[src/nap_pkg.sv]
// Constants, types and decoding shared by the nibble datapath files.
// Assumes one clock domain and ten-bit instruction words.
package nap_pkg;

  // ----------------------------------------------------------------
  // Widths and sizes
  // ----------------------------------------------------------------
  localparam int INSTR_W = 10;
  localparam int NIB_W = 4;
  localparam int ROM_ADDR_W = 10;
  localparam int NUM_REGS = 16;
  localparam int NUM_PORT_SLOTS = 8;
  localparam int PORT_BITS = NUM_PORT_SLOTS * NIB_W;

  // ----------------------------------------------------------------
  // Field positions inside the first instruction word
  // ----------------------------------------------------------------
  localparam int BANK_BIT = 5;
  localparam int HL_BIT = 5;

  // ----------------------------------------------------------------
  // Values after reset
  // ----------------------------------------------------------------
  localparam logic [3:0] ACC_RST = 4'h0;
  localparam logic CARRY_RST = 1'b0;
  localparam logic [3:0] NIB_RST = 4'h0;
  localparam logic [9:0] WORD_RST = 10'h000;

  // ----------------------------------------------------------------
  // Operations and sequencer states
  // ----------------------------------------------------------------
  typedef enum logic [4:0] {
    OP_NONE, OP_OR_REG, OP_OR_ROM, OP_OR_IMM, OP_XOR_REG, OP_XOR_ROM, OP_XOR_IMM,
    OP_INC, OP_ROT, OP_ROT_ZRST, OP_PORT_IN, OP_PORT_OUT, OP_PORT_AND, OP_PORT_OR,
    OP_PORT_XOR, OP_PORT_IMM, OP_A_FROM_REG, OP_A_FROM_ROM, OP_A_FROM_IMM,
    OP_REG_FROM_A, OP_REG_FROM_IMM
  } nap_op_t;

  typedef enum logic [1:0] {
    ST_IDLE = 2'b01,
    ST_OPER = 2'b10
  } nap_state_t;

  // ----------------------------------------------------------------
  // Decoding
  // ----------------------------------------------------------------
  // Fixed codes are matched before the register forms they overlap
  function automatic nap_op_t nap_decode(input logic [INSTR_W-1:0] w);
    nap_op_t op;
    op = OP_NONE;
    casez (w)
      10'b1110110001: op = OP_OR_IMM;
      10'b1110?10000: op = OP_OR_ROM;
      10'b1110?11???: op = OP_PORT_OR;
      10'b1110?0????: op = OP_OR_REG;
      10'b1010110001: op = OP_XOR_IMM;
      10'b1010010011: op = OP_INC;
      10'b1010?10000: op = OP_XOR_ROM;
      10'b1010?11???: op = OP_PORT_XOR;
      10'b1010?0????: op = OP_XOR_REG;
      10'b1111110011: op = OP_ROT;
      10'b1111010011: op = OP_ROT_ZRST;
      10'b1111110001: op = OP_A_FROM_IMM;
      10'b1111?10000: op = OP_A_FROM_ROM;
      10'b1111?11???: op = OP_PORT_IN;
      10'b1111?0????: op = OP_A_FROM_REG;
      10'b1101?11???: op = OP_PORT_AND;
      10'b0010?11???: op = OP_PORT_OUT;
      10'b0010?0????: op = OP_REG_FROM_A;
      10'b0011011???: op = OP_PORT_IMM;
      10'b001110????: op = OP_REG_FROM_IMM;
      default: op = OP_NONE;
    endcase
    return op;
  endfunction : nap_decode

  // Port index 0,1,3,4 to slot 0..3; other indices are not ports
  function automatic logic [2:0] nap_port_slot(input logic [2:0] idx);
    logic [2:0] s;
    s = 3'h4;
    unique case (idx)
      3'h0: s = 3'h0;
      3'h1: s = 3'h1;
      3'h3: s = 3'h2;
      3'h4: s = 3'h3;
      default: s = 3'h4;
    endcase
    return s;
  endfunction : nap_port_slot

endpackage : nap_pkg

[src/nap_ifs.sv]
// Carriers between the datapath core and its register file and ports.
// Assumes all signals live on the core clock.
`timescale 1ns/1ps
interface nap_rf_if;
  logic [3:0] rd_idx;
  logic [3:0] rd_lo;
  logic [3:0] rd_hi;
  logic [3:0] p0_lo;
  logic [3:0] p0_hi;
  logic [3:0] wr_idx;
  logic [3:0] wd_lo;
  logic [3:0] wd_hi;
  logic we_lo;
  logic we_hi;
  modport core (output rd_idx, wr_idx, wd_lo, wd_hi, we_lo, we_hi,
                input rd_lo, rd_hi, p0_lo, p0_hi);
  modport mem (input rd_idx, wr_idx, wd_lo, wd_hi, we_lo, we_hi,
               output rd_lo, rd_hi, p0_lo, p0_hi);
endinterface : nap_rf_if

interface nap_port_if;
  logic rd_bank;
  logic [2:0] rd_idx;
  logic [3:0] rd_data;
  logic [2:0] wr_idx;
  logic [3:0] wd_lo;
  logic [3:0] wd_hi;
  logic we_lo;
  logic we_hi;
  modport core (output rd_bank, rd_idx, wr_idx, wd_lo, wd_hi, we_lo, we_hi,
                input rd_data);
  modport io (input rd_bank, rd_idx, wr_idx, wd_lo, wd_hi, we_lo, we_hi,
              output rd_data);
endinterface : nap_port_if

[src/nap_regfile.sv]
// Two banks of sixteen scratch nibbles with registered read data.
// Assumes the core presents read and write requests on the same clock.
`timescale 1ns/1ps
module nap_regfile import nap_pkg::*; #(
  parameter int DEPTH = NUM_REGS
) (
  // Clock and reset
  input wire logic mclk,
  input wire logic nrst,
  // Core side
  nap_rf_if.mem rf
);

  logic [3:0] lo_r [DEPTH];
  logic [3:0] hi_r [DEPTH];
  logic [3:0] lo_nxt [DEPTH];
  logic [3:0] hi_nxt [DEPTH];
  logic [3:0] rd_lo_r, rd_hi_r, p0_lo_r, p0_hi_r;

  // ----------------------------------------------------------------
  // Next contents
  // ----------------------------------------------------------------
  always_comb begin
    for (int i = 0; i < DEPTH; i++) begin
      lo_nxt[i] = lo_r[i];
      hi_nxt[i] = hi_r[i];
    end
    if (rf.we_lo) begin
      lo_nxt[rf.wr_idx] = rf.wd_lo;
    end
    if (rf.we_hi) begin
      hi_nxt[rf.wr_idx] = rf.wd_hi;
    end
  end

  // Reads see this cycle's write so pair 0 never lags a store
  always_ff @(posedge mclk) begin
    if (!nrst) begin
      for (int i = 0; i < DEPTH; i++) begin
        lo_r[i] <= NIB_RST;
        hi_r[i] <= NIB_RST;
      end
      rd_lo_r <= NIB_RST;
      rd_hi_r <= NIB_RST;
      p0_lo_r <= NIB_RST;
      p0_hi_r <= NIB_RST;
    end else begin
      for (int i = 0; i < DEPTH; i++) begin
        lo_r[i] <= lo_nxt[i];
        hi_r[i] <= hi_nxt[i];
      end
      rd_lo_r <= lo_nxt[rf.rd_idx];
      rd_hi_r <= hi_nxt[rf.rd_idx];
      p0_lo_r <= lo_nxt[0];
      p0_hi_r <= hi_nxt[0];
    end
  end

  assign rf.rd_lo = rd_lo_r;
  assign rf.rd_hi = rd_hi_r;
  assign rf.p0_lo = p0_lo_r;
  assign rf.p0_hi = p0_hi_r;

endmodule : nap_regfile

[src/nap_ports.sv]
// Eight nibble ports: output latches and synchronised pin reads.
// Assumes the pins are asynchronous to the core clock.
`timescale 1ns/1ps
module nap_ports import nap_pkg::*; (
  // Clock and reset
  input wire logic mclk,
  input wire logic nrst,
  // Pins
  input wire logic [PORT_BITS-1:0] pins_in,
  output logic [PORT_BITS-1:0] latch_out,
  // Core side
  nap_port_if.io pt
);

  logic [PORT_BITS-1:0] sync1_r, sync2_r, latch_r, latch_nxt;
  logic [3:0] rd_r, rd_nxt;
  logic [2:0] rd_slot, wr_slot;

  // ----------------------------------------------------------------
  // Latches, one generate slice per nibble
  // ----------------------------------------------------------------
  assign wr_slot = nap_port_slot(pt.wr_idx);
  for (genvar g = 0; g < NUM_PORT_SLOTS; g++) begin : g_slot
    localparam logic [2:0] SLOT = 3'(g % 4);
    localparam logic BANK = (g >= 4);
    always_comb begin
      latch_nxt[g*4 +: 4] = latch_r[g*4 +: 4];
      if (wr_slot == SLOT && (BANK ? pt.we_hi : pt.we_lo)) begin
        latch_nxt[g*4 +: 4] = BANK ? pt.wd_hi : pt.wd_lo;
      end
    end
  end

  // Unmapped indices read as zero
  assign rd_slot = nap_port_slot(pt.rd_idx);
  always_comb begin
    rd_nxt = NIB_RST;
    if (!rd_slot[2]) begin
      rd_nxt = sync2_r[{pt.rd_bank, rd_slot[1:0], 2'b00} +: 4];
    end
  end

  always_ff @(posedge mclk) begin
    if (!nrst) begin
      sync1_r <= '0;
      sync2_r <= '0;
      latch_r <= '0;
      rd_r <= NIB_RST;
    end else begin
      sync1_r <= pins_in;
      sync2_r <= sync1_r;
      latch_r <= latch_nxt;
      rd_r <= rd_nxt;
    end
  end

  assign latch_out = latch_r;
  assign pt.rd_data = rd_r;

endmodule : nap_ports

[src/nap_core.sv]
// Accumulator logic, port and transfer datapath of a nibble core.
// Assumes a sequencer that issues one undecoded word pair at a time, an
// asynchronous-read program memory, and a page register on this clock.
`timescale 1ns/1ps

module nap_core import nap_pkg::*; #(
  parameter int ROM_AW = ROM_ADDR_W
) (
  // Clock and reset
  input wire logic mclk,
  input wire logic nrst,
  // Instruction issue
  input wire logic instr_valid,
  input wire logic [INSTR_W-1:0] instr_word,
  input wire logic [INSTR_W-1:0] instr_word2,
  output logic instr_ready,
  output logic instr_done,
  // Program memory
  input wire logic [1:0] rom_page_ctrl,
  output logic [ROM_AW-1:0] rom_addr,
  input wire logic [INSTR_W-1:0] rom_data,
  // Port pins
  input wire logic [PORT_BITS-1:0] port_pins_in,
  output logic [PORT_BITS-1:0] port_latch,
  // Core state
  output logic [3:0] acc,
  output logic carry_flag,
  output logic internal_reset
);

  // ----------------------------------------------------------------
  // Carriers and submodules
  // ----------------------------------------------------------------
  nap_rf_if rf ();
  nap_port_if pt ();

  nap_regfile #(
    .DEPTH(NUM_REGS)
  ) u_regfile (
    .mclk(mclk),
    .nrst(nrst),
    .rf(rf.mem)
  );

  nap_ports u_ports (
    .mclk(mclk),
    .nrst(nrst),
    .pins_in(port_pins_in),
    .latch_out(port_latch),
    .pt(pt.io)
  );

  // ----------------------------------------------------------------
  // State
  // ----------------------------------------------------------------
  nap_state_t state_r, state_nxt;
  nap_op_t op_r, op_nxt;
  logic [INSTR_W-1:0] instr_r, instr_nxt;
  logic [INSTR_W-1:0] imm_r, imm_nxt;
  logic [ROM_AW-1:0] rom_addr_r, rom_addr_nxt;
  logic [3:0] acc_r, acc_nxt;
  logic carry_r, carry_nxt;
  logic ready_r, ready_nxt;
  logic done_r, done_nxt;
  logic irst_r, irst_nxt;

  // ----------------------------------------------------------------
  // Operand selection
  // ----------------------------------------------------------------
  logic [3:0] reg_nib;
  logic [3:0] rom_nib;
  logic [3:0] imm_nib;
  logic [3:0] prt_nib;
  logic [4:0] inc_sum;
  logic [3:0] rot_val;
  logic accept;

  assign accept = (state_r == ST_IDLE) && instr_valid;
  // Bank bit picks the high or low register file
  assign reg_nib = instr_r[BANK_BIT] ? rf.rd_hi : rf.rd_lo;
  assign rom_nib = instr_r[HL_BIT] ? rom_data[3:0] : rom_data[7:4];
  assign imm_nib = imm_r[3:0];
  assign prt_nib = pt.rd_data;
  assign inc_sum = {1'b0, acc_r} + 5'h01;
  assign rot_val = {acc_r[2:0], acc_r[3]};

  // ----------------------------------------------------------------
  // Read addressing
  // ----------------------------------------------------------------
  // Read data are registered, so the index goes out in the accept cycle
  always_comb begin
    rf.rd_idx = instr_r[3:0];
    pt.rd_bank = instr_r[BANK_BIT];
    pt.rd_idx = instr_r[2:0];
    // Idle: index straight from the offered word
    if (state_r == ST_IDLE) begin
      rf.rd_idx = instr_word[3:0];
      pt.rd_bank = instr_word[BANK_BIT];
      pt.rd_idx = instr_word[2:0];
    end
  end

  // ----------------------------------------------------------------
  // Register and port writes
  // ----------------------------------------------------------------
  always_comb begin
    rf.wr_idx = instr_r[3:0];
    rf.wd_lo = acc_r;
    rf.wd_hi = acc_r;
    rf.we_lo = 1'b0;
    rf.we_hi = 1'b0;
    pt.wr_idx = instr_r[2:0];
    pt.wd_lo = acc_r;
    pt.wd_hi = acc_r;
    pt.we_lo = 1'b0;
    pt.we_hi = 1'b0;
    if (state_r == ST_OPER) begin
      unique case (op_r)
        OP_REG_FROM_A: begin
          rf.we_hi = instr_r[BANK_BIT];
          rf.we_lo = !instr_r[BANK_BIT];
        end
        OP_REG_FROM_IMM: begin
          rf.wd_hi = imm_r[7:4];
          rf.wd_lo = imm_r[3:0];
          rf.we_hi = 1'b1;
          rf.we_lo = 1'b1;
        end
        OP_PORT_OUT: begin
          pt.we_hi = instr_r[BANK_BIT];
          pt.we_lo = !instr_r[BANK_BIT];
        end
        OP_PORT_IMM: begin
          pt.wd_hi = imm_r[7:4];
          pt.wd_lo = imm_r[3:0];
          pt.we_hi = 1'b1;
          pt.we_lo = 1'b1;
        end
        default: begin
          // Other operations write nothing
          rf.we_lo = 1'b0;
        end
      endcase
    end
  end

  // ----------------------------------------------------------------
  // Sequencer and accumulator next values
  // ----------------------------------------------------------------
  always_comb begin
    state_nxt = state_r;
    op_nxt = op_r;
    instr_nxt = instr_r;
    imm_nxt = imm_r;
    rom_addr_nxt = rom_addr_r;
    acc_nxt = acc_r;
    // Carry held unless an operation sets it
    carry_nxt = carry_r;
    done_nxt = 1'b0;
    irst_nxt = 1'b0;
    unique case (state_r)
      ST_IDLE: begin
        if (accept) begin
          instr_nxt = instr_word;
          imm_nxt = instr_word2;
          op_nxt = nap_decode(instr_word);
          rom_addr_nxt = ROM_AW'({rom_page_ctrl, rf.p0_hi, rf.p0_lo});
          state_nxt = ST_OPER;
        end
      end
      // Valid during execute is dropped, not queued
      ST_OPER: begin
        done_nxt = 1'b1;
        state_nxt = ST_IDLE;
        unique case (op_r)
          OP_OR_REG: begin
            acc_nxt = acc_r | reg_nib;
            carry_nxt = 1'b0;
          end
          OP_OR_ROM: begin
            acc_nxt = acc_r | rom_nib;
            carry_nxt = 1'b0;
          end
          OP_OR_IMM: begin
            acc_nxt = acc_r | imm_nib;
            carry_nxt = 1'b0;
          end
          OP_XOR_REG: begin
            acc_nxt = acc_r ^ reg_nib;
            carry_nxt = acc_r[3] & reg_nib[3];
          end
          OP_XOR_IMM: begin
            acc_nxt = acc_r ^ imm_nib;
            carry_nxt = acc_r[3] & imm_nib[3];
          end
          OP_XOR_ROM: begin
            // Carry from ROM bit 7 or 3
            acc_nxt = acc_r ^ rom_nib;
            carry_nxt = acc_r[3] & rom_nib[3];
          end
          OP_INC: begin
            // Carry only on wrap to zero
            acc_nxt = inc_sum[3:0];
            carry_nxt = (inc_sum[3:0] == 4'h0);
          end
          OP_ROT: begin
            acc_nxt = rot_val;
            carry_nxt = acc_r[3];
          end
          OP_ROT_ZRST: begin
            if (acc_r == 4'h0) begin
              // Acc and carry kept; only the pulse goes out
              irst_nxt = 1'b1;
            end else begin
              acc_nxt = rot_val;
              carry_nxt = acc_r[3];
            end
          end
          OP_PORT_IN: begin
            acc_nxt = prt_nib;
            carry_nxt = 1'b0;
          end
          OP_PORT_AND: begin
            acc_nxt = acc_r & prt_nib;
            carry_nxt = acc_r[3] & prt_nib[3];
          end
          OP_PORT_OR: begin
            acc_nxt = acc_r | prt_nib;
            carry_nxt = 1'b0;
          end
          OP_PORT_XOR: begin
            acc_nxt = acc_r ^ prt_nib;
            carry_nxt = acc_r[3] & prt_nib[3];
          end
          OP_A_FROM_REG: begin
            acc_nxt = reg_nib;
            carry_nxt = 1'b0;
          end
          OP_A_FROM_ROM: begin
            acc_nxt = rom_nib;
            carry_nxt = 1'b0;
          end
          OP_A_FROM_IMM: begin
            acc_nxt = imm_nib;
            carry_nxt = 1'b0;
          end
          default: begin
            // Writes and unknown codes leave the accumulator alone
            acc_nxt = acc_r;
          end
        endcase
      end
    endcase
    ready_nxt = (state_nxt == ST_IDLE);
  end

  // ----------------------------------------------------------------
  // Registers
  // ----------------------------------------------------------------
  // Synchronous reset; ready is high from the first edge
  always_ff @(posedge mclk) begin
    if (!nrst) begin
      state_r <= ST_IDLE;
      op_r <= OP_NONE;
      instr_r <= WORD_RST;
      imm_r <= WORD_RST;
      rom_addr_r <= '0;
      acc_r <= ACC_RST;
      carry_r <= CARRY_RST;
      ready_r <= 1'b1;
      done_r <= 1'b0;
      irst_r <= 1'b0;
    end else begin
      state_r <= state_nxt;
      op_r <= op_nxt;
      instr_r <= instr_nxt;
      imm_r <= imm_nxt;
      rom_addr_r <= rom_addr_nxt;
      acc_r <= acc_nxt;
      carry_r <= carry_nxt;
      ready_r <= ready_nxt;
      done_r <= done_nxt;
      irst_r <= irst_nxt;
    end
  end

  // ----------------------------------------------------------------
  // Outputs
  // ----------------------------------------------------------------
  // Every output comes straight from a register
  assign instr_ready = ready_r;
  assign instr_done = done_r;
  assign rom_addr = rom_addr_r;
  assign acc = acc_r;
  assign carry_flag = carry_r;
  assign internal_reset = irst_r;

endmodule : nap_core

[config.mk]
export PLATFORM = sky130hd
export DESIGN_NAME = nap_core
export DESIGN_NICKNAME = d
export VERILOG_FILES = /design/src/nap_pkg.sv /design/src/nap_ifs.sv /design/src/nap_regfile.sv /design/src/nap_ports.sv /design/src/nap_core.sv
export SDC_FILE = /design/constraint.sdc
export NUM_CORES = 1
export LEC_CHECK = 0
export ABC_AREA = 1
export BUFFER_PORTS_ARGS = -buffer_cell sky130_fd_sc_hd__buf_4
export CORE_ASPECT_RATIO = 0.75
export CORE_UTILIZATION = 30
export CTS_CLUSTER_DIAMETER = 150
export DETAILED_ROUTE_END_ITERATION = 8
export GPL_ROUTABILITY_DRIVEN = 0
export SLEW_MARGIN = 20
export SYNTH_ARGS = -nofsm -noshare
export SYNTH_HDL_FRONTEND = slang
export SYNTH_SLANG_ARGS = --single-unit
[constraint.sdc]
create_clock -name mclk -period 2.25 [get_ports mclk]
set_clock_uncertainty 0.2 [all_clocks]
set_input_delay 0.225 -clock mclk [delete_from_list [all_inputs] [get_ports mclk]]
set_output_delay 0.225 -clock mclk [all_outputs]
set_load 0.005 [all_outputs]
-- After elaboration in Yosys (flattened, before gate mapping)
Memories as Yosys holds them, arrays and structs flattened.
Cells that the tools add are included.
- muxes and demuxes: 78
- reduce and logical (&&, ||, !) cells: 25
- add/subtract/negate cells: 1
- equality and inequality tests: 53
- shifts and indexed selects: 1
- $lt $le $gt $ge: 3
- bitwise logic cells: 48
- operators with widths (kind ; count):
    4-bit two-way mux ; 49
    64-bit bitwise mux ; 2
    64-bit two-way mux ; 2
    5-bit one-hot mux with 20 select lines ; 1
    4-bit one-hot mux with 16 select lines ; 1
    10-bit == test, second input constant ; 6
    5-bit by 4-bit == test with 1-bit output, second input constant ; 8
    5-bit == test, second input constant ; 8
    4-bit binary-select mux with 4-bit select ; 2
    1-bit OR ; 32
    32-bit by 6-bit indexed part select with 4-bit output ; 1
    9-bit == test, second input constant ; 3
    5-bit by 3-bit == test with 1-bit output, second input constant ; 5
    6-bit == test, second input constant ; 4
    3-bit one-hot mux with 4 select lines ; 2
    4-bit demux with 4-bit select ; 1
    4-bit OR ; 4
    16-bit nonzero test ; 1
    4-bit XOR ; 4
    3-bit by 2-bit == test with 1-bit output, second input constant ; 4
    6-bit by 4-bit == test with 1-bit output, second input constant ; 2
    5-bit by 2-bit == test with 1-bit output, second input constant ; 2
    5-bit >= comparator, second input constant ; 2
    1-bit logical AND ; 10
    27 further kinds ; 53
- memories kept: 2
- word-level logic and storage cells: 236
- memory bits (writable): 128
- register bits: 155
- input bits: 67
- output and inout bits: 50
- memory list (memory ; depth ; width ; read ports ; clocked after Yosys merged registers in ; write ports ; line ; text):
    u_regfile.hi_r ; 16 ; 4 ; 16 ; 0 ; 16 ; nap_regfile.sv:15 ; logic [3:0] hi_r [DEPTH];
    u_regfile.lo_r ; 16 ; 4 ; 16 ; 0 ; 16 ; nap_regfile.sv:14 ; logic [3:0] lo_r [DEPTH];

-- Logic depth before layout (Yosys ltp)
Gate-level depths: netlist (run 1).
- word-level depth: 10
- depth in mapped cells: 17
- mapped depth without buffers: 15

-- Hierarchy
From an unflattened synthesis (run 1), not the netlist that was laid out.
- cells, all modules: 1905
- area total of the unflattened synthesis: 13057.5 µm²
- by module, submodules not included (module ; cells an instance ; seq. area each (µm²) ; area each (µm²) ; instances):
    nap_regfile ; 928 ; 2722.6 ; 6520.0 ; 1
    nap_ports ; 470 ; 2001.9 ; 3584.7 ; 1
    nap_core ; 507 ; 760.7 ; 2952.8 ; 1

-- Least setup slack after synthesis (run 1)
Ideal clock, no wire load.
- path type: reg-to-reg
- start: register state_r[1]
- end: register u_ports.rd_r[2] (netlist: u_ports.pt.rd_data[2])
- buffers on the path: 3
- clock period less this slack: 2.090 ns
- path slack: 0.160 ns
- stages on the path, launching flop included: 16
- data required time: 1.935 ns
- arrival time: 1.774 ns
- library setup time: 0.115 ns
- cell sequence: dfxtp_1 -> inv_2 -> nand2_2 -> buf_6 -> nand2_2 -> o21ai_4 -> inv_4 -> nor2_8 -> inv_4 -> nand2_4 -> nand2_2 -> buf_6 -> buf_6 -> o21ai_1 -> nand3_1 -> and3_1
- word-level cells in the longest chain between the ends: 5
- elaborated cells between the ends (all ways): 10
- classes of those cells: eq/ne (4); shift (1); mux (3); reduce/logical (2)
- ends and longest elaborated chain (what ; line ; text):
    from (decl) ; nap_core.sv:56 ; nap_state_t state_r, state_nxt;
    from (signal assigned) ; nap_core.sv:274 ; state_r <= state_nxt;
    2-bit by 1-bit == test with 1-bit output (*) ; nap_core.sv:96 ; if (state_r == ST_IDLE) begin
    3-bit two-way mux ; nap_core.sv:96 ;
    3-bit == test (tied with other cells) ; nap_pkg.sv:81 ; unique case (idx)
    3-bit one-hot mux with 4 select lines ; nap_pkg.sv:81 ;
    32-bit by 6-bit indexed part select with 4-bit output / 2-bit OR reduction (equally long branches) ; -- ;
    to (signal assigned) ; nap_ports.sv:53 ; rd_r <= rd_nxt;
    to (decl) ; nap_ports.sv:16 ; logic [3:0] rd_r, rd_nxt;
Mark *: on every way between the ends. The rest lies on a longest branch, timed or not.
A chain may end at the register's enable or synchronous reset.

-- Final worst setup path (run 1)
- start: register op_r[0]
- end: register u_regfile.rd_lo_r[3] (netlist: u_regfile.rf.rd_lo[3])
- word-level cells in the longest chain between the ends: 8
- elaborated cells between the ends (all ways): 11
- classes of those cells: eq/ne (2); mux (9)
- ends and longest elaborated chain (what ; line ; text):
    from (decl) ; nap_core.sv:57 ; nap_op_t op_r, op_nxt;
    from (signal assigned) ; nap_core.sv:275 ; op_r <= op_nxt;
    5-bit == test ; nap_core.sv:118 ; unique case (op_r)
    4-bit two-way mux ; nap_core.sv:118 ;
    4-bit two-way mux ; nap_core.sv:117 ; if (state_r == ST_OPER) begin
    64-bit bitwise mux ; nap_regfile.sv:29 ; lo_nxt[rf.wr_idx] = rf.wd_lo;
    64-bit two-way mux (*) ; nap_regfile.sv:28 ; if (rf.we_lo) begin
    4-bit binary-select mux with 4-bit select (*) ; nap_regfile.sv:52 ; rd_lo_r <= lo_nxt[rf.rd_idx];
    4-bit two-way mux (not written as such) (*) (2 in a row) ; nap_regfile.sv:52 ;
    to (signal assigned) ; nap_regfile.sv:52 ;
    to (decl) ; nap_regfile.sv:18 ; logic [3:0] rd_lo_r, rd_hi_r, p0_lo_r, p0_hi_r;
Mark *: on every way between the ends. The rest lies on a longest branch, timed or not. The select of a mux whose other input is x is not followed.

==> flow_summary_export.csv, run 1 <==
group,metric,value,unit
outcome,outcome,"finished, violations left",
outcome,violations,"setup timing",
sta,finalCritPeriodShare,101,%
grt,grt_pass1_vias,12800,
worst_setup_path,start_kind,"flop",
clocking,insertion_delay,0.59,ns
sta,tightest_slew,0.612,ns
worst_hold_path,hold_start,"instr_word[7]",
cells_and_area,multiInputGateArea,6300,um2
worst_setup_path,setup.worst_path.start,"op_r[0]$_SDFFE_PN0P_",
job,cap_violations,0,
synthesis,synthCells,1845,
sta,setup_violations,3,
sta,finalHoldWorstSlack,0.0447,ns
cells_and_area,seq_area,5500,um2
die,row_count,64,
die,boundaryPins,117,
sta,post-route-min-period,2.26,ns
sta,maxSlewViolCount,0,
power_and_ir_drop,p_leak,8.04,nW
sta,relSlewSlack,58.8,%
synthesis,synth.distinct_cells,39,
synthesis,yosys.area.top_type,"dfxtp_1",
route,wl_per_cell,15.4,um
synthesis,synthTopCellsByCount,"nand2_1 (451), nand3_1 (297), dfxtp_1 (274)",
synthesis,synth_top_area_share,43.9,%
placed_design,post-place-ws,-0.0772,ns
sta,rsz0062_at_grt,"true",
route,dr.pass1.iters,7,
clocking,clock-root-buffer,"clkbuf_16",
worst_setup_path,criticalPathCategory,"reg -> reg",
placed_design,hpwl,28900,um
grt,globalRouteTotalUtil,19.1,%
placed_design,port-buffer-count,112,
clocking,clk_pin_slew_worst_paths,0.06,ns
power_and_ir_drop,peakVddDrop,0.000598,V
worst_setup_path,worstPathMaxFanout,18,
die,start_util,30.6,%
synthesis,synth_edf_count,0,
grt,grt_pass1_wl,65200,um
power_and_ir_drop,power.density,685,nW/um2
worst_setup_path,cp.arrival,2.51,ns
synthesis,ys_async_sr_fraction,0,%
cells_and_area,nets,2257,
route,drtAntennaViolNets,0,
synthesis,yosys_register_bits,274,
route,vias,13800,
clocking,tritoncts,"done",
cells_and_area,drive_above_1_share,22.7,%
worst_hold_path,hp-class,"in -> reg",
grt,grt_overflow,0,
sta,fmax,442,MHz
synthesis,synth_flop_cell,"dfxtp_1",
die,design.die.area,42500,um2
sta,fin_ws,-0.0117,ns
worst_setup_path,end_kind,"flop",
worst_setup_path,required,2.49,ns
die,core_area,40900,um2
grt,antenna_found_initial,0,
synthesis,ys_seq_area_share,43.9,%
synthesis,syn_nets,1915,
route,viasPerCell,4.98,
synthesis,avgSynthCellArea,6.78,um2
clocking,cts_buffer_depth,3,
clocking,cts-htree-levels,1,
clocking,cts_buffers,30,
die,die_w,238,um
synthesis,synth.area.top_cells,"dfxtp_1 (44%), nand2_1 (14%), nand3_1 (12%)",
clocking,cts_sinks,274,
sta,final.setup.tns,-0.0314,ns
synthesis,netlist_area,12500,um2
worst_setup_path,r2r_start,"op_r[0]$_SDFFE_PN0P_",
die,die_h,179,um
route,drt-initial-drc-count,1453,
cells_and_area,area_growth_syn_to_layout,40.9,%
synthesis,yosysMostFrequentCell,"nand2_1",
cells_and_area,antennaDiodeCount,0,
route,wl,42700,um
grt,grt_max_degree,126,
route,drcViolationCount,0,
cells_and_area,fill_cells,4076,
sta,finalHoldViolations,0,
synthesis,yosysWarnings,0,
[routing by layer]
| layer | track usage, % | up-vias | share of wire [%] |
|---|---|---|---|
| li1 | - | 6762 | - |
| met1 | 26.5 | 6352 | 46 |
| met2 | 29.4 | 583 | 43 |
| met3 | 4.17 | 97 | 8.6 |
| met4 | 6.16 | 0 | 2.8 |
| met5 | 0 | - | 0 |
[through the flow]
step                total power [W]  util [%]  instance area, um2  std cells
floorplan                   0.00608         -               12500       1845
global placement            0.00672      37.9               15500       2644
detailed placement          0.00673      37.9               15500       2644
CTS                          0.0121      42.0               17200       2757
global route                 0.0125      43.0               17600       2772
finish                       0.0121      43.0               17600       2772
[timing repair]
action	CTS	global route
setup endpoints to repair	12	31
pin swaps	0	20
gates cloned	0	3
hold endpoints to repair	72	0
hold buffers	57	0
setup buffers	0	12
gates resized for setup	25	93
[final cells by class]
cell class | instances | share of cell area (%)
repair buffers | 395 | 19.3
multi-input cells | 1315 | 35.8
inverters | 171 | 3.70
flip-flops and latches | 274 | 31.2
well taps | 561 | 3.98
clock buffers | 39 | 4.74
clock inverters | 17 | 1.29
[state kept, by name, summed over array words and instances (netlist names), 5 cells and up]
register	count
rom_addr	10
op_r	5
u_ports.sync1_r	32
u_ports.sync2_r	32
imm_r	8
u_regfile.lo_r	61
u_ports.latch_out	32
instr_r	5
u_regfile.hi_r	61
[report_power, final]
part | switching [W] | internal (W) | leakage (nW)
combinational | 0.00109 | 0.000668 | 5.29
clock | 0.00214 | 0.00310 | 0.524
sequential | 0.0000897 | 0.00498 | 2.23
total | 0.00332 | 0.00875 | 8.04
[critical path, stage by stage (launching register included)]
cell	delay [ns]
dfxtp_4	0.36
inv_2	0.08
nand2_2	0.08
nor2_4	0.16
nand2_4	0.11
o21ai_4	0.08
buf_12	0.17
buf_12	0.15
nand2_1	0.11
nand2_1	0.10
nand3_1	0.07
nand3_1	0.12
nand2_1	0.09
nand3_1	0.13
a21oi_2	0.07
[worst paths after layout]
kind | end | slack, ns | cells past startpoint
worst max register to register | u_regfile.rf.rd_lo[3]$_SDFF_PN0_ | -0.01 | 14
worst min-delay path | op_r[1]$_SDFFE_PN0P_ | 0.04 | 5
worst min register to register | u_ports.sync2_r[30]$_SDFF_PN0_ | 0.21 | 2
worst max-delay path | u_regfile.rf.rd_lo[3]$_SDFF_PN0_ | -0.01 | 14
[kinds of logic (layout without fill, tap and decap cells)]
logic type,after synthesis,after routing,share of synthesized area (%)
DFF,274,274,43.9
buffers and inverters,256,622,8.24
xor gates and xnor gates,2,2,0.140
muxes,2,2,0.160
and+or+nand+nor,959,959,32.6
adders and majority gates,3,3,0.300
AOI/OAI and AO/OA,349,349,14.7
[layout by cell type (no fill, tap or decap), types with 14 or more instances in the layout]
| cell type | n |
|---|---|
| nand3_2 | 14 |
| nand2_1 | 424 |
| clkbuf_16 | 32 |
| dlygate4sd3_1 | 57 |
| nor2_1 | 165 |
| a21oi_1 | 201 |
| buf_12 | 19 |
| nand3_1 | 283 |
| buf_4 | 313 |
| dfxtp_1 | 265 |
| inv_1 | 156 |
| nand2_2 | 26 |
| o21ai_0 | 91 |
| o21ai_1 | 14 |
No activity file was read; power rests on OpenSTA's default activity.
==> run 2, diff against run 1 <==
--- a/config.mk
+++ b/config.mk
@@ -12,6 +12,7 @@
 export CTS_CLUSTER_DIAMETER = 150
 export DETAILED_ROUTE_END_ITERATION = 8
 export GPL_ROUTABILITY_DRIVEN = 0
+export REMOVE_ABC_BUFFERS = 1
 export SLEW_MARGIN = 20
 export SYNTH_ARGS = -nofsm -noshare
 export SYNTH_HDL_FRONTEND = slang
==> run 2 against run 1 <==
  * The run still ends with setup timing left
  * Core utilization increased by 2.7 points
  * Worst hold slack got worse by 0.0053 ns
  * Design area increased by 6.3%
  * First-iteration DRC count decreased by 17%
  * Critical endpoint is now u_regfile.rf.rd_hi[0]$_SDFF_PN0_
==> flow_summary_export.csv, run 2 (synthesized netlist as in run 1, its figures left out) <==
group,metric,value,unit
cells_and_area,nets,2341,
placed_design,dp.cells,2687,
clocking,cts_buffer_depth,3,
clocking,cts-htree-levels,1,
worst_setup_path,start_kind,"flop",
sta,post-route-min-period,2.33,ns
clocking,clock-root-buffer,"clkbuf_16",
power_and_ir_drop,total_power,0.0120,W
route,wl_per_cell,15.7,um
cells_and_area,final_cells,2854,
cells_and_area,fill_cells,4042,
cells_and_area,drive_above_1_share,26.2,%
placed_design,postPlaceCellArea,15900,um2
grt,grt_overflow,0,
clocking,clk_pin_slew_worst_paths,0.06,ns
cells_and_area,area_growth_syn_to_layout,49.8,%
sta,finalHoldViolations,0,
grt,grt.met1_usage,28.6,%
power_and_ir_drop,clkPwrFrac,40.7,%
power_and_ir_drop,power.density,639,nW/um2
outcome,violations,"setup timing",
power_and_ir_drop,seqPwrFrac,42.3,%
route,dr.pass1.iters,8,
grt,grt_pass1_vias,12800,
power_and_ir_drop,combPwrFrac,17.0,%
cells_and_area,seq_area,5510,um2
route,drtAntennaViolNets,0,
grt,grt_pass1_wl,67700,um
worst_hold_path,hold_start,"instr_word[8]",
worst_setup_path,cp.arrival,2.60,ns
job,cap_violations,0,
sta,finalCritPeriodShare,104,%
clocking,tritoncts,"done",
die,core_area,40900,um2
clocking,insertion_delay,0.56,ns
power_and_ir_drop,swShare,27.5,%
grt,grtUsageMet3,6.02,%
worst_setup_path,worstPathMaxFanout,8,
cells_and_area,reg_top3,"u_regfile.hi_r (61), u_regfile.lo_r (61)",
die,boundaryPins,117,
cells_and_area,multiInputGateArea,6510,um2
worst_setup_path,r2r_start,"state_r[1]$_SDFF_PN0_",
route,vias,14200,
clocking,cts_sinks,274,
route,viasPerCell,4.98,
worst_setup_path,slowest_stage,"dfxtp_4",
cells_and_area,final_cell_mix,"nand2_1 (409), buf_4 (354), dfxtp_1 (266), nand3_1 (264), a21oi_1 (194)",
sta,tightest_slew,0.831,ns
clocking,cts_buffers,27,
die,die_h,179,um
die,row_count,64,
cells_and_area,fin_area,18700,um2
route,drcViolationCount,0,
worst_setup_path,cpMostUsedCell,"nand3_1",
grt,grt_busiest_layer,"met2",
sta,relSlewSlack,44.0,%
worst_hold_path,hp-class,"in -> reg",
grt,globalRouteTotalUtil,19.9,%
outcome,outcome,"finished, violations left",
die,die_w,238,um
sta,rsz0062_at_grt,"true",
placed_design,port-buffer-count,112,
worst_setup_path,required,2.52,ns
grt,met2_usage,28.9,%
power_and_ir_drop,power_switching,0.00330,W
worst_setup_path,critPathMaxStageDelay,0.38,ns
sta,fmax,429,MHz
placed_design,hpwl,30100,um
die,start_util,30.6,%
cells_and_area,post-route-util,45.8,%
worst_setup_path,criticalPathCategory,"reg -> reg",
grt,antenna_found_initial,2,
sta,maxSlewViolCount,0,
sta,setup_violations,2,
power_and_ir_drop,peakVddDrop,0.000622,V
die,design.die.area,42500,um2
worst_setup_path,cp_cell_sequence,"inv_6 > nor2_4 > nand2_2 > o21ai_4 > clkbuf_16 > clkbuf_16 > nand3_1 > nand3_1 > nand3_1 > nand3_1 > nand3_1 > a21oi_2",
sta,fin_ws,-0.0824,ns
grt,grt_max_degree,76,
worst_setup_path,setup.worst_path.start,"state_r[1]$_SDFF_PN0_",
route,drt-initial-drc-count,1207,
cells_and_area,layout_commonest_cell,"nand2_1",
route,wl,44700,um
power_and_ir_drop,p_int,0.00867,W
worst_setup_path,end_kind,"flop",
power_and_ir_drop,p_leak,8.48,nW
## run 2: path summary, 6_finish.rpt
check / end / slack, ns / cells past startpoint
setup / recovery: u_regfile.rf.rd_hi[0]$_SDFF_PN0_ / -0.08 / 12
hold / removal: op_r[4]$_SDFFE_PN0P_ / 0.04 / 5
setup reg to reg: u_regfile.rf.rd_hi[0]$_SDFF_PN0_ / -0.08 / 12
hold reg to reg: u_ports.sync2_r[31]$_SDFF_PN0_ / 0.21 / 2
## run 2: metal layers
layer,vias to the layer above,share of wire [%],wire length [um]
met3,59,10,4560
met5,-,0,0
met1,6582,46,20700
met2,606,42,18700
li1,6953,-,-
met4,0,1.8,790
## run 2: power by group through the flow
stage	clock (W)	sequential [W]	combinational (W)
6_report	0.00487	0.00507	0.00203
5_1_grt	0.00516	0.00508	0.00219
4_1_cts	0.00494	0.00506	0.00179
3_5_place_dp	0	0.00517	0.00162
3_3_place_gp	0	0.00517	0.00161
2_1_floorplan	0	0.00514	0.000850
## run 2: what timing repair did
item	4_1_cts	5_1_grt
cloned	4	7
pin swaps	10	44
buffers inserted	8	16
hold buffers	82	0
resized for setup	45	140
endpoints found under the hold margin	91	0
setup endpoints to repair	14	45
## run 2: through the flow
step | setup slack (ns) | setup TNS, ns | hold slack [ns]
6_report | -0.0824 | -0.102 | 0.0394
5_1_grt | -0.160 | -1.05 | 0.0371
4_1_cts | -0.000909 | -0.000909 | 0.000320
3_5_place_dp | -0.208 | -1.29 | 0.199
3_3_place_gp | -0.184 | -1.09 | 0.195
2_1_floorplan | -1.28 | -138.89 | 0.0940
## run 2: layout make-up
class	instances	share of cell area (%)
multi-input cells	1315	34.8
flip-flops and latches	274	29.4
repair buffers	482	23.6
clock buffers	35	3.87
well taps	561	3.75
inverters	171	3.49
clock inverters	15	1.13
diodes	1	0.0134
## run 2: critical path: cells and delay by family, from the launching register on
| family | cells | cell delay, ns |
|---|---|---|
| AOI/OAI and AO/OA | 2 | 0.49 |
| DFF | 1 | 0.38 |
| and+or+nand+nor | 7 | 0.74 |
| buffers and inverters | 3 | 0.43 |
